**src/wdslp_consts.svh**
```systemverilog
// Purpose: named offsets, field positions, reset values and timing figures of the watchdog block
// Assumes: included by bare name from the top-level design file only
// Notes:   definitions only
`ifndef WDSLP_CONSTS_SVH
`define WDSLP_CONSTS_SVH

`define WDSLP_ADR_TSEL      8'h00
`define WDSLP_ADR_CTRL      8'h04
`define WDSLP_ADR_STAT      8'h08

`define WDSLP_TSEL_RST      3'h7
`define WDSLP_CLS_RST       2'h0
`define WDSLP_KEY_RST       6'h00

`define WDSLP_KEY_ENABLE    6'h00
`define WDSLP_KEY_DISABLE   6'h2d
`define WDSLP_CLS_SLOW_RC   2'h0
`define WDSLP_CLS_DIV4      2'h1

`define WDSLP_BIT_TO        5
`define WDSLP_BIT_PWRDN     4
`define WDSLP_CLS_HI        7
`define WDSLP_CLS_LO        6
`define WDSLP_KEY_HI        5
`define WDSLP_TSEL_HI       2

`define WDSLP_DIV_BASE      8
`define WDSLP_CNT_W         15
`define WDSLP_PA_WAKE_MASK  8'h27
`define WDSLP_KEY_DLY_TICKS 2'h2

`define WDSLP_SST_CYC       16
`define WDSLP_RSTD_MS       50
`define WDSLP_CLK_KHZ       25000

`endif

```
**src/wdslp_pkg.sv**
```systemverilog
// Purpose: types shared by the watchdog and sleep control block
// Assumes: nothing
// Notes:   power state machine codes are one-hot
package wdslp_pkg;

  typedef enum logic [3:0] {
    WDSLP_RUN   = 4'h1,
    WDSLP_SLEEP = 4'h2,
    WDSLP_WAKE  = 4'h4,
    WDSLP_RST   = 4'h8
  } wdslp_state_t;

endpackage

```
**src/wdslp_top.sv**
```systemverilog
// Purpose: watchdog timer with sleep entry and wake-up control, registers on classic wishbone
// Assumes: core_clk is the system clock; instruction strobes come from the core on core_clk
// Notes:   core_clk keeps running in sleep; the stopped system clock is modelled by gating
//
// The Wishbone register port and the address map were left to the implementer.
`include "wdslp_consts.svh"

module wdslp_top #(
  parameter int IRQ_N       = 4,
  parameter int RSTD_CYC    = `WDSLP_RSTD_MS * `WDSLP_CLK_KHZ,
  parameter int SST_CYC     = `WDSLP_SST_CYC
) (
  input  wire logic             core_clk,
  input  wire logic             sys_rst,
  input  wire logic             wb_cyc,
  input  wire logic             wb_stb,
  input  wire logic             wb_we,
  input  wire logic [7:0]       wb_adr,
  input  wire logic [3:0]       wb_sel,
  input  wire logic [31:0]      wb_dat_w,
  output logic      [31:0]      wb_dat_r,
  output logic                  wb_ack,
  input  wire logic             low_speed_rc_clock,
  input  wire logic             external_reset_pin_n,
  input  wire logic [7:0]       port_a_pins,
  input  wire logic [7:0]       port_a_wake_enable,
  input  wire logic [IRQ_N-1:0] irq_request,
  input  wire logic [IRQ_N-1:0] irq_enable,
  input  wire logic             stack_full,
  input  wire logic             sleep_instruction,
  input  wire logic             watchdog_clear_instruction,
  output logic                  mcu_reset,
  output logic                  pc_sp_reset,
  output logic                  cpu_hold,
  output logic                  sys_osc_en,
  output logic                  sleeping,
  output logic                  wake_resume,
  output logic                  irq_service,
  output logic                  timeout_flag,
  output logic                  power_down_flag,
  output logic                  watchdog_running
);

  // division limit for a timeout select code
  function automatic logic [`WDSLP_CNT_W-1:0] wdslp_limit(input logic [2:0] code);
    logic [`WDSLP_CNT_W:0] one;
    logic [`WDSLP_CNT_W:0] span;
    one  = {{`WDSLP_CNT_W{1'b0}}, 1'b1};
    span = (one << (`WDSLP_DIV_BASE + code)) - 1'b1;
    wdslp_limit = span[`WDSLP_CNT_W-1:0];
  endfunction

  wdslp_pkg::wdslp_state_t state_q;

  logic [2:0]              tsel_q;
  logic [1:0]              cls_q;
  logic [5:0]              key_q;
  logic                    to_q;
  logic                    pwrdn_q;
  logic [`WDSLP_CNT_W-1:0] cnt_q;
  logic [1:0]              div4_q;
  logic [1:0]              bad_ticks_q;
  logic [31:0]             dly_q;
  logic                    rstd_done_q;
  logic                    cause_irq_q;
  logic                    cause_wdt_q;
  logic [IRQ_N-1:0]        irq_snap_q;
  logic [IRQ_N-1:0]        wake_irq_q;
  logic                    ack_q;
  logic [31:0]             rdat_q;
  logic                    pc_sp_q;
  logic                    resume_q;
  logic                    service_q;

  // two-flop synchronisers on every pin input
  logic [2:0] rc_sync_q;
  logic [1:0] rst_pin_sync_q;
  logic [7:0] pa_meta_q;
  logic [7:0] pa_sync_q;
  logic [7:0] pa_prev_q;

  always_ff @(posedge core_clk or posedge sys_rst) begin
    if (sys_rst) begin
      rc_sync_q      <= 3'h0;
      rst_pin_sync_q <= 2'h3;
      pa_meta_q      <= 8'hff;
      pa_sync_q      <= 8'hff;
      pa_prev_q      <= 8'hff;
    end else begin
      rc_sync_q      <= {rc_sync_q[1:0], low_speed_rc_clock};
      rst_pin_sync_q <= {rst_pin_sync_q[0], external_reset_pin_n};
      pa_meta_q      <= port_a_pins;
      pa_sync_q      <= pa_meta_q;
      pa_prev_q      <= pa_sync_q;
    end
  end

  logic rc_tick;
  logic pin_low;
  logic pa_fall;
  assign rc_tick   = rc_sync_q[1] & ~rc_sync_q[2];
  assign pin_low   = ~rst_pin_sync_q[1];
  assign pa_fall   = |(pa_prev_q & ~pa_sync_q & port_a_wake_enable & `WDSLP_PA_WAKE_MASK);

  logic in_run;
  logic in_sleep;
  logic in_wake;
  logic in_rst;
  assign in_run   = (state_q == wdslp_pkg::WDSLP_RUN);
  assign in_sleep = (state_q == wdslp_pkg::WDSLP_SLEEP);
  assign in_wake  = (state_q == wdslp_pkg::WDSLP_WAKE);
  assign in_rst   = (state_q == wdslp_pkg::WDSLP_RST);

  logic key_en;
  logic key_bad;
  logic clr_ins;
  logic sleep_go;
  assign key_en   = (key_q == `WDSLP_KEY_ENABLE);
  assign key_bad  = ~key_en & (key_q != `WDSLP_KEY_DISABLE);
  assign clr_ins  = watchdog_clear_instruction & key_en & in_run;
  assign sleep_go = sleep_instruction & in_run;

  // source tick; system-derived sources vanish while the system clock is stopped
  logic sys_live;
  logic src_tick;
  assign sys_live = in_run | in_wake;
  always_comb begin
    if (cls_q == `WDSLP_CLS_SLOW_RC) begin
      src_tick = rc_tick;
    end else if (cls_q == `WDSLP_CLS_DIV4) begin
      src_tick = sys_live & (div4_q == 2'h3);
    end else begin
      src_tick = sys_live;
    end
  end

  logic overflow;
  assign overflow = key_en & src_tick & (cnt_q == wdslp_limit(tsel_q)) & ~in_rst;

  // fires on the third RC edge seen while the key is bad: 2 to 3 RC periods after the write
  logic key_reset;
  assign key_reset = key_bad & rc_tick & (bad_ticks_q == `WDSLP_KEY_DLY_TICKS);

  logic full_reset;
  assign full_reset = pin_low | key_reset | (overflow & in_run);

  logic [IRQ_N-1:0] irq_new;
  logic             wake_evt;
  assign irq_new  = irq_request & ~irq_snap_q;
  assign wake_evt = pa_fall | (|irq_new);

  always_ff @(posedge core_clk or posedge sys_rst) begin
    if (sys_rst) begin
      div4_q <= 2'h0;
    end else if (sys_live) begin
      div4_q <= div4_q + 2'h1;
    end
  end

  // watchdog counter
  always_ff @(posedge core_clk or posedge sys_rst) begin
    if (sys_rst) begin
      cnt_q <= '0;
    end else if (pin_low | key_bad | sleep_go | clr_ins | in_rst) begin
      cnt_q <= '0;
    end else if (~key_en) begin
      cnt_q <= '0;
    end else if (overflow) begin
      cnt_q <= '0;
    end else if (src_tick) begin
      cnt_q <= cnt_q + 1'b1;
    end
  end

  always_ff @(posedge core_clk or posedge sys_rst) begin
    if (sys_rst) begin
      bad_ticks_q <= 2'h0;
    end else if (~key_bad) begin
      bad_ticks_q <= 2'h0;
    end else if (rc_tick) begin
      bad_ticks_q <= bad_ticks_q + 2'h1;
    end
  end

  // power state machine
  always_ff @(posedge core_clk or posedge sys_rst) begin
    if (sys_rst) begin
      state_q <= wdslp_pkg::WDSLP_RUN;
    end else begin
      case (state_q)
        wdslp_pkg::WDSLP_RUN: begin
          if (full_reset) begin
            state_q <= wdslp_pkg::WDSLP_RST;
          end else if (sleep_go) begin
            state_q <= wdslp_pkg::WDSLP_SLEEP;
          end
        end
        wdslp_pkg::WDSLP_SLEEP: begin
          if (pin_low | key_reset) begin
            state_q <= wdslp_pkg::WDSLP_RST;
          end else if (overflow | wake_evt) begin
            state_q <= wdslp_pkg::WDSLP_WAKE;
          end
        end
        wdslp_pkg::WDSLP_WAKE: begin
          if (full_reset) begin
            state_q <= wdslp_pkg::WDSLP_RST;
          end else if (dly_q == 32'(SST_CYC - 1)) begin
            state_q <= wdslp_pkg::WDSLP_RUN;
          end
        end
        wdslp_pkg::WDSLP_RST: begin
          if (rstd_done_q & ~pin_low) begin
            state_q <= wdslp_pkg::WDSLP_WAKE;
          end
        end
        default: begin
          state_q <= wdslp_pkg::WDSLP_RUN;
        end
      endcase
    end
  end

  // shared delay counter: reset delay in the reset state, start-up delay in wake
  always_ff @(posedge core_clk or posedge sys_rst) begin
    if (sys_rst) begin
      dly_q       <= 32'h0;
      rstd_done_q <= 1'b0;
    end else if (in_rst) begin
      if (pin_low) begin
        dly_q       <= 32'h0;
        rstd_done_q <= 1'b0;
      end else if (rstd_done_q) begin
        dly_q <= 32'h0;
      end else if (dly_q == 32'(RSTD_CYC - 1)) begin
        dly_q       <= 32'h0;
        rstd_done_q <= 1'b1;
      end else begin
        dly_q <= dly_q + 32'h1;
      end
    end else if (in_wake) begin
      dly_q       <= dly_q + 32'h1;
      rstd_done_q <= 1'b0;
    end else begin
      dly_q       <= 32'h0;
      rstd_done_q <= 1'b0;
    end
  end

  // wake cause and snapshot of requests already pending at sleep entry
  always_ff @(posedge core_clk or posedge sys_rst) begin
    if (sys_rst) begin
      irq_snap_q  <= '0;
      wake_irq_q  <= '0;
      cause_irq_q <= 1'b0;
      cause_wdt_q <= 1'b0;
    end else if (sleep_go) begin
      irq_snap_q  <= irq_request;
      cause_irq_q <= 1'b0;
      cause_wdt_q <= 1'b0;
    end else if (in_sleep & ~(pin_low | key_reset)) begin
      if (overflow) begin
        cause_wdt_q <= 1'b1;
      end else if (|irq_new) begin
        cause_irq_q <= 1'b1;
        wake_irq_q  <= irq_new;
      end
    end else if (in_rst) begin
      cause_irq_q <= 1'b0;
      cause_wdt_q <= 1'b0;
    end
  end

  // one-cycle outcome strobes
  logic wake_end;
  assign wake_end = in_wake & ~full_reset & (dly_q == 32'(SST_CYC - 1));

  always_ff @(posedge core_clk or posedge sys_rst) begin
    if (sys_rst) begin
      pc_sp_q   <= 1'b0;
      resume_q  <= 1'b0;
      service_q <= 1'b0;
    end else begin
      pc_sp_q   <= in_sleep & overflow & ~(pin_low | key_reset);
      service_q <= wake_end & cause_irq_q & (|(wake_irq_q & irq_enable)) & ~stack_full;
      // a disabled source or full stack leaves the request pending upstream
      resume_q  <= wake_end & ~cause_wdt_q & ~(cause_irq_q & (|(wake_irq_q & irq_enable))
                   & ~stack_full);
    end
  end

  // status flags; hardware set beats a same-cycle clear
  always_ff @(posedge core_clk or posedge sys_rst) begin
    if (sys_rst) begin
      to_q <= 1'b0;
    end else if (overflow) begin
      to_q <= 1'b1;
    end else if (sleep_go | clr_ins) begin
      to_q <= 1'b0;
    end
  end

  always_ff @(posedge core_clk or posedge sys_rst) begin
    if (sys_rst) begin
      pwrdn_q <= 1'b0;
    end else if (sleep_go) begin
      pwrdn_q <= 1'b1;
    end else if (clr_ins) begin
      pwrdn_q <= 1'b0;
    end
  end

  // register bus: one-cycle ack, every request answered
  logic req;
  logic wr_lo;
  assign req   = wb_cyc & wb_stb & ~ack_q;
  assign wr_lo = req & wb_we & wb_sel[0];

  always_ff @(posedge core_clk or posedge sys_rst) begin
    if (sys_rst) begin
      tsel_q <= `WDSLP_TSEL_RST;
      cls_q  <= `WDSLP_CLS_RST;
      key_q  <= `WDSLP_KEY_RST;
    end else if (in_rst) begin
      // a device reset returns the control registers to their defaults
      tsel_q <= `WDSLP_TSEL_RST;
      cls_q  <= `WDSLP_CLS_RST;
      key_q  <= `WDSLP_KEY_RST;
    end else if (wr_lo && wb_adr == `WDSLP_ADR_TSEL) begin
      tsel_q <= wb_dat_w[`WDSLP_TSEL_HI:0];
    end else if (wr_lo && wb_adr == `WDSLP_ADR_CTRL) begin
      cls_q  <= wb_dat_w[`WDSLP_CLS_HI:`WDSLP_CLS_LO];
      key_q  <= wb_dat_w[`WDSLP_KEY_HI:0];
    end
  end

  always_ff @(posedge core_clk or posedge sys_rst) begin
    if (sys_rst) begin
      ack_q  <= 1'b0;
      rdat_q <= 32'h0;
    end else begin
      ack_q  <= req;
      rdat_q <= 32'h0;
      if (req && wb_adr == `WDSLP_ADR_TSEL) begin
        rdat_q[`WDSLP_TSEL_HI:0] <= tsel_q;
      end else if (req && wb_adr == `WDSLP_ADR_CTRL) begin
        rdat_q[`WDSLP_CLS_HI:`WDSLP_CLS_LO] <= cls_q;
        rdat_q[`WDSLP_KEY_HI:0]             <= key_q;
      end else if (req && wb_adr == `WDSLP_ADR_STAT) begin
        // read only: writes here never reach the flags
        rdat_q[`WDSLP_BIT_TO]  <= to_q;
        rdat_q[`WDSLP_BIT_PWRDN] <= pwrdn_q;
      end
    end
  end

  assign wb_ack           = ack_q;
  assign wb_dat_r         = rdat_q;
  assign mcu_reset        = in_rst;
  assign pc_sp_reset      = pc_sp_q;
  assign cpu_hold         = ~in_run;
  assign sys_osc_en       = ~in_sleep;
  assign sleeping         = in_sleep;
  assign wake_resume      = resume_q;
  assign irq_service      = service_q;
  assign timeout_flag     = to_q;
  assign power_down_flag  = pwrdn_q;
  assign watchdog_running = key_en & ~in_rst;

endmodule // wdslp_top

```
**config.mk**
```make
export PLATFORM = sky130hd
export DESIGN_NAME = wdslp_top
export DESIGN_NICKNAME = d
export VERILOG_FILES = /design/src/wdslp_pkg.sv /design/src/wdslp_top.sv
export VERILOG_INCLUDE_DIRS = /design/src
export SDC_FILE = /design/constraint.sdc
export NUM_CORES = 1
export LEC_CHECK = 0
export ABC_AREA = 1
export BUFFER_PORTS_ARGS = -buffer_cell sky130_fd_sc_hd__buf_2
export CORE_ASPECT_RATIO = 1.1
export CORE_MARGIN = 2
export CORE_UTILIZATION = 45
export CTS_CLUSTER_DIAMETER = 60
export CTS_CLUSTER_SIZE = 10
export DETAILED_ROUTE_END_ITERATION = 7
export PLACE_DENSITY = 0.66
export RECOVER_POWER = 100
export SKIP_LAST_GASP = 1
export SLEW_MARGIN = 25
export SYNTH_ARGS = -nofsm -noshare
export SYNTH_HDL_FRONTEND = slang
export SYNTH_SLANG_ARGS = --single-unit
```
**constraint.sdc**
```tcl
create_clock -name core_clk -period 4.3 [get_ports core_clk]
set_input_delay 0.215 -clock core_clk [delete_from_list [all_inputs] [get_ports core_clk]]
set_output_delay 0.215 -clock core_clk [all_outputs]
set_load 0.005 [all_outputs]
```
==> metrics, run 1 <==
GPL Wtd Cong=around 0.93; Avg Inst Size Synth=roughly 8.3 µm²; first-pass GRT wire length=approximately 21 mm; setup_tns=0 ns; GRT Total Usage=between 10% and 20%; crit path DAT=3.14 ns; worst skew pair latency=0.36 ns; top post-synthesis cells by count=nand2_1 (125), nor2_1 (93), dfrtp_1 (90); max frequency=roughly 340 MHz; Die H=about 120 µm; final net count=roughly 850; Buf+Inv Stages, Crit Path=2; Inserted Clock Buffers=9; Detailed Place HPWL=just over 9 mm; most common cell in the synthesized netlist=nand2_1; fraction of layout cells with a size suffix above 1=between 15 and 20%; Min Clock Period, post-route=between 2 and 3 ns; Post-Route WL=about 12 mm; Clock power frac=a little over two fifths; switching part of the total power=between 20 and 25%; area grow syn2layout=10.2%; drt pass-1 iters=4; area share of the leading cell type in the synthesized netlist=about two fifths; Placeable Area=about 13000 µm²; DR vias=4699; skew final=about 0.007 ns; Die X-Extent=around 110 µm; Buffers on Ports=61; number of global-route vias before repair=4538; max_cap viols=1; commonest register cell after synthesis=dfrtp_1; failing checks=capacitance limit, slew limit; Rows=43; Finish-stage setup viols=0; Wirelength per Cell=around 13 µm; initial antenna violation count=0; power per cell area=around 300 nW/µm²; DRC Markers=0; crit-path max cell delay=0.66 ns; Pint=roughly 1.5 mW; Worst setup EP type=register; synth top area cells=dfrtp_1 (39%), dfstp_2 (8.2%), nand2_1 (8.1%); H-tree levels=3; post-route cell area=6390 µm²; Worst setup SP type=register; die area=between 10000 and 15000 µm²; CTS clock-pin slew for the worst setup and hold paths=around 0.07 ns; distinct cell type count after synthesis=46; critical path, cell by cell=nor2_1 > nand2_1 > ha_1 > inv_1 > nand2_1 > nand2_1 > nand2_1 > nand2_1 > nor2_1 > nand2_1 > nor2_1 > nand2_1 > nand2_1 > inv_1 > o21ai_0 > a21oi_1; P_sw=roughly 0.43 mW; Max Slew Vio Count=74; DR vias/cell=5.06; Worst Hold Class=in -> reg; Iteration-0 DRC Markers=between 200 and 300; clk sinks=between 100 and 150; initial core utilization=between 40% and 50%; final antenna-violating net count=0; I/O pin cnt=roughly 120; post-synthesis cell count=approximately 700; largest net degree at the start of global routing=74; most used cell, CP=nand2_1; Worst path top cell family by delay=simple AND/OR/NAND/NOR gates; Post-Place Cell Area=6140 µm²; Synth async-reset ratio=between 90% and 100%; outcome=complete, but fails checks; Longest Clk Path Bufs=2; Worst slew margin=-111%; Max FO, Critical Path=12; RSZ-0062 raised after global routing=false; fin crit share=between 60% and 70%; Post-synth EDFFs=0; largest area contributor in the netlist=dfrtp_1; logic gate share of total power=~4.0%; P_leak=3.06 nW; highest-delay cell along the critical path=dfstp_1; CTS tree=yes; Antenna Cells=0; grt total ovfl=0; worst vdd rail ir drop=approximately 250 µV; Root Buffer=clkbuf_16; Worst-Margin Slew=between 3 and 4 ns; Seq pwr share=~54%; flops & latches, synth=108; yosys warns=0; Final Hold Violating Endpoints=0; sequential cell area fraction in the yosys report=between 40% and 50%; Post-CTS Setup Bufs=0; Setup Crit Path Kind=reg -> reg; Mapped Area=~5800 µm²; CP Data Required Time=roughly 4.5 ns
==> placed cells by master, fill, tap and decap left out, types with 11 or more instances in the layout <==
cell and n:
conb_1 24, buf_2 51, xor2_1 18, inv_1 86, clkbuf_1 11, a21oi_1 18
dfrtp_1 90, nand4_1 17, dfstp_2 14, nor2_1 99, o21ai_0 29, nor3_1 27
nand3_1 46, nand2_1 130
==> layout make-up <==
class	count	area [µm²]
multi-input cells	487	2480
fillers	1226	6200
clock buffers	13	260
clock inverters	3	18.8
well taps	157	196
repair buffers	68	359
flip-flops and latches	108	2730
inverters	92	347
==> state kept, by name, summed over array words and instances (netlist names), 4 cells and up <==
name and flops:
cnt_q 15, dly_q 32, irq_snap_q 4, key_q 6
pa_meta_q 4, pa_prev_q 4, pa_sync_q 4, state_q 4
wake_irq_q 4, wb_dat_r 8
==> worst min-delay path, cell delays in order <==
cell	delay (ns)
buf_2	0.08
nand3_1	0.06
o21ai_0	0.07
==> repair_timing <==
item                      in CTS  in global routing
hold endpoints to repair       6                  0
gates resized for setup        0                  0
hold buffers                   6                  0
==> final timing paths <==
| kind | slack, ns | startpoint | cells after the start | endpoint |
|---|---|---|---|---|
| worst max-delay path | 1.40 | tsel_q[2]$_DFFE_PP1P_ | 16 | cnt_q[10]$_DFFE_PP0P_ |
| worst max register to register | 1.40 | tsel_q[2]$_DFFE_PP1P_ | 16 | cnt_q[10]$_DFFE_PP0P_ |
| worst min-delay path | 0.11 | wb_dat_w[5] | 3 | key_q[5]$_DFFE_PP0P_ |
| max in group asynchronous | 1.60 | sys_rst | 3 | cnt_q[3]$_DFFE_PP0P_ |
| worst min register to register | 0.35 | rc_sync_q[0]$_DFF_PP0_ | 0 | rc_sync_q[1]$_DFF_PP0_ |
| min in group asynchronous | 0.77 | sys_rst | 2 | cnt_q[5]$_DFFE_PP0P_ |
==> per-layer routing <==
metal | GRT usage [%] | wire length, µm
met1 | 23.6 | 5550
met2 | 32.2 | 6030
met3 | 4.56 | 562
met4 | 7.55 | 288
met5 | 0 | 0
==> power groups by stage <==
stage          sequential (mW)  clock [mW]  combinational [mW]
2_1_floorplan             1.05           0              0.0587
3_3_place_gp              1.06           0              0.0733
3_5_place_dp              1.06           0              0.0746
4_1_cts                   1.04       0.824              0.0789
5_1_grt                   1.04       0.862              0.0885
6_report                  1.04       0.798              0.0757
==> per-stage QoR <==
stage / total power, mW / util (%) / setup slack (ns) / instances / hold WS, ns
5_1_grt: 1.99 / 50.7 / 0.957 / 928 / 0.124
6_report: 1.91 / 50.7 / 1.40 / 928 / 0.113
4_1_cts: 1.94 / 51.5 / 1.68 / 928 / 0.0776
2_1_floorplan: 1.11 / - / 1.27 / 720 / 0.219
3_5_place_dp: 1.13 / 48.8 / 1.73 / 906 / 0.322
3_3_place_gp: 1.13 / 48.8 / 1.77 / 906 / 0.321
==> cell families (layout without fill, tap and decap cells) <==
kind of cell             Yosys count  in the layout  share of synthesized area (%)
XOR/XNOR                          28             28                           4.23
flip-flops                       108            108                           47.0
other                              1             24                         0.0647
AND/OR/NAND/NOR                  367            367                           31.2
AO/OA/AOI/OAI                     62             62                           5.92
adder cells (fa/ha/maj)            5              5                           1.08
buffers and inverters            125            176                           10.3
multiplexers                       1              1                          0.194
Note: power is estimated with default switching activity, not from simulation.
==> inputs of run 2 (changes only) <==
ABC_AREA = 0   (was 1)
PLACE_DENSITY = 0.67   (was 0.66)
clock period = 2.9 ns   (was 4.3 ns; I/O delays follow)
==> run 2 against run 1 <==
Effect of this change:
- the flow now finishes without violations
- power up 86%
- clock power up 47%
- synthesized cell count down 27%
- routed wire length down 18%
- die area down 9.2%
- sequential share of layout area up 2.9 points
- register-to-register slack worse by 1.2 ns
- fmax up 6.9%
- critical path type unchanged
- largest cell class unchanged
==> metrics, run 2 <==
outcome=finished clean; area grow syn2layout=13.9%; worst r2r src=tsel_q[0]$_DFFE_PP1P_; most common cell in the synthesized netlist=dfrtp_1; Antenna Cells=0 (unchanged); Max FO, Critical Path=13 (+1); fraction of layout cells with a size suffix above 1=17.3% (+2.0 points); final net count=661 (-22%); Max Slew Vio Count=0 (-100%); clk sinks=108 (unchanged); RSZ-0062 raised after global routing=false; Rows=41 (-4.7%); worst skew pair latency=0.35 ns (about the same); P_leak=2.62 nW (-14%); fin crit share=93.6% (+26 points); hold_sp=wb_dat_w[4]; post-synthesis cell count=508 (-27%); max_cap viols=0 (-1); drt pass-1 iters=4 (unchanged); CTS clock-pin slew for the worst setup and hold paths=0.07 ns (about the same); Hold Slack=0.0402 ns (-0.0725 ns); Buf+Inv Stages, Crit Path=0 (-2); sequential cell area fraction in the yosys report=52.0% (+4.9 points); crit path DAT=2.95 ns (-0.19 ns); most flop-heavy register=dly_q; critical path, cell by cell=or3_1 > ha_2 > and3_1 > o211ai_1 > a311o_1 > nand4b_2 > and3b_1 > a31o_1; Root Buffer=clkbuf_16; DRC Markers=0 (unchanged); Inserted Clock Buffers=9 (unchanged); Die X-Extent=107 µm (-4.7%); Worst path top cell family by delay=simple AND/OR/NAND/NOR gates; Worst slew margin=5.13% (+120 points); worst reg-to-reg setup slack=0.19 ns (-1.21 ns); Buffers on Ports=61 (unchanged); CP Data Required Time=3.14 ns (-1.40 ns); max FFs per register=32 (unchanged); Post-synth EDFFs=0 (unchanged); DR vias=3756 (-20%); number of global-route vias before repair=3602 (-21%); max frequency=368 MHz (+6.9%); first-pass GRT wire length=17.0 mm (-19%); Final Hold Violating Endpoints=0 (unchanged); Setup Crit Path Kind=reg -> reg; GRT Total Usage=17.3% (-1.7 points); initial core utilization=45.8% (-0.19 points); Post-Route WL=10.2 mm (-18%); setup_tns=0 ns (unchanged); GPL Wtd Cong=0.844 (-9.2%); Worst setup EP type=register; area share of the leading cell type in the synthesized netlist=42.9% (+4.1 points); I/O pin cnt=121 (unchanged); crit-path max cell delay=0.68 ns (+0.02 ns); Iteration-0 DRC Markers=190 (-35%); Detailed Place HPWL=7.24 mm (-21%); power per cell area=596 nW/µm² (+99%); Wirelength per Cell=13.9 µm (+3.8%); commonest non-fill, non-tap cells in the layout=dfrtp_1 (90), nor2_1 (77), buf_2 (50); Longest Clk Path Bufs=2 (unchanged); H-tree levels=3 (unchanged); Worst-Margin Slew=1.42 ns (-1.73 ns); yosys warns=0 (unchanged); commonest register cell after synthesis=dfrtp_1; Placeable Area=11400 µm² (-9.1%); highest-delay cell along the critical path=dfstp_2; grt total ovfl=0 (unchanged); die area=12500 µm² (-9.2%); Synth async-reset ratio=100% (unchanged); WHS Endpoint=key_q[4]$_DFFE_PP0P_; r2r endpoint=cause_irq_q$_DFFE_PP0P_; top post-synthesis cells by count=dfrtp_1 (90), nor2_1 (77), nand2_1 (35); Avg Inst Size Synth=10.3 µm² (+24%); final antenna-violating net count=0 (unchanged); Min-Delay Path Depth=3 (unchanged); worst vdd rail ir drop=299 µV (+21%); largest net degree at the start of global routing=77 (+4.1%); Die H=117 µm (-4.7%); DR vias/cell=5.12 (+1.2%); initial antenna violation count=0 (unchanged); Worst setup SP type=register; CTS tree=yes; flops & latches, synth=108 (unchanged); distinct cell type count after synthesis=59 (+28%); fin util=52.2% (+1.5 points); worst reg2reg path depth=8 (-8); skew final=0.00778 ns (+0.000911 ns); Min Clock Period, post-route=2.71 ns (-0.187 ns); synth top area cells=dfrtp_1 (43%), dfstp_2 (9.0%), nor2_1 (5.5%); Mapped Area=5240 µm² (-9.5%); Worst Hold Class=in -> reg; commonest non-fill, non-tap cell in the layout=dfrtp_1; Finish-stage setup viols=0 (unchanged); largest area contributor in the netlist=dfrtp_1
-- run 2: cell types whose count changed after synthesis, moves of 15 or more --
cell and change:
mux2i_1 +15, o21ai_0 -25, nor2_1 -16, inv_1 -68
nand2_1 -90, nand3_1 -27, xnor2_1 +19
-- run 2: kinds of logic (layout without fill, tap and decap cells) --
group                      Yosys count  count (layout)  synth area share (%)
and+or+nand+nor                    225             225                  22.3
DFF                                108             108                  52.0
buffers and inverters               60             112                  6.32
xor gates and xnor gates            52              52                  8.69
AOI/OAI and AO/OA                   37              37                  5.54
muxes                               20              20                  3.94
adders and majority gates            5               5                  1.19
other                                1              24                0.0715
-- run 2: stage by stage --
stage          setup WS (ns)  area, µm²  cells  power, mW
5_1_grt               0.0144       5970    733       3.76
6_report               0.186       5970    733       3.56
2_1_floorplan          0.171       5330    531       2.23
3_3_place_gp           0.215       5630    706       2.41
4_1_cts               0.0518       5980    729       3.62
3_5_place_dp          0.0867       5630    706       2.43
-- run 2: worst max path at each step --
stage / cells past startpoint / startpoint / end / slack [ns]
finish: 8 / tsel_q[0]$_DFFE_PP1P_ / cause_irq_q$_DFFE_PP0P_ / 0.19
global route: 8 / tsel_q[0]$_DFFE_PP1P_ / cause_irq_q$_DFFE_PP0P_ / 0.01
CTS: 9 / tsel_q[1]$_DFFE_PP1P_ / cause_irq_q$_DFFE_PP0P_ / 0.05
detailed placement: 9 / tsel_q[1]$_DFFE_PP1P_ / cause_irq_q$_DFFE_PP0P_ / 0.09
global placement: 9 / tsel_q[1]$_DFFE_PP1P_ / cause_irq_q$_DFFE_PP0P_ / 0.22
floorplan: 12 / tsel_q[2]$_DFFE_PP1P_ / cause_irq_q$_DFFE_PP0P_ / 0.17
-- run 2: repair_timing --
item,CTS,global route
hold endpoints to repair,29,0
hold buffers,7,0
gates resized for setup,0,3
endpoints found under the setup margin,0,6
buffers inserted,0,4
-- run 2: layout make-up --
cell class | instances | area, µm²
Clock buffer | 11 | 243
Clock inverter | 5 | 45.0
Fill cell | 1037 | 5470
Inverter | 18 | 68.8
Multi-Input combinational cell | 363 | 2280
Sequential cell | 108 | 2730
Tap cell | 150 | 188
Timing Repair Buffer | 78 | 424
-- run 2: power by group --
part	internal (mW)	switching [mW]	leakage (nW)
clock network	0.618	0.550	0.138
registers	1.65	0.0950	1.40
logic	0.265	0.382	1.07
total	2.53	1.03	2.62
-- run 2: layer usage --
metal	up-vias	wire length, µm	global-route usage (%)
met2	120	4690	27.5
met1	1796	4810	23.9
met4	0	119	7.62
met3	9	574	2.55
li1	1831	-	-
met5	-	0	0
-- run 2: worst min-delay path, cell delays in order --
cell and delay [ns]:
buf_2 0.07, mux2i_1 0.06, nor2_1 0.08
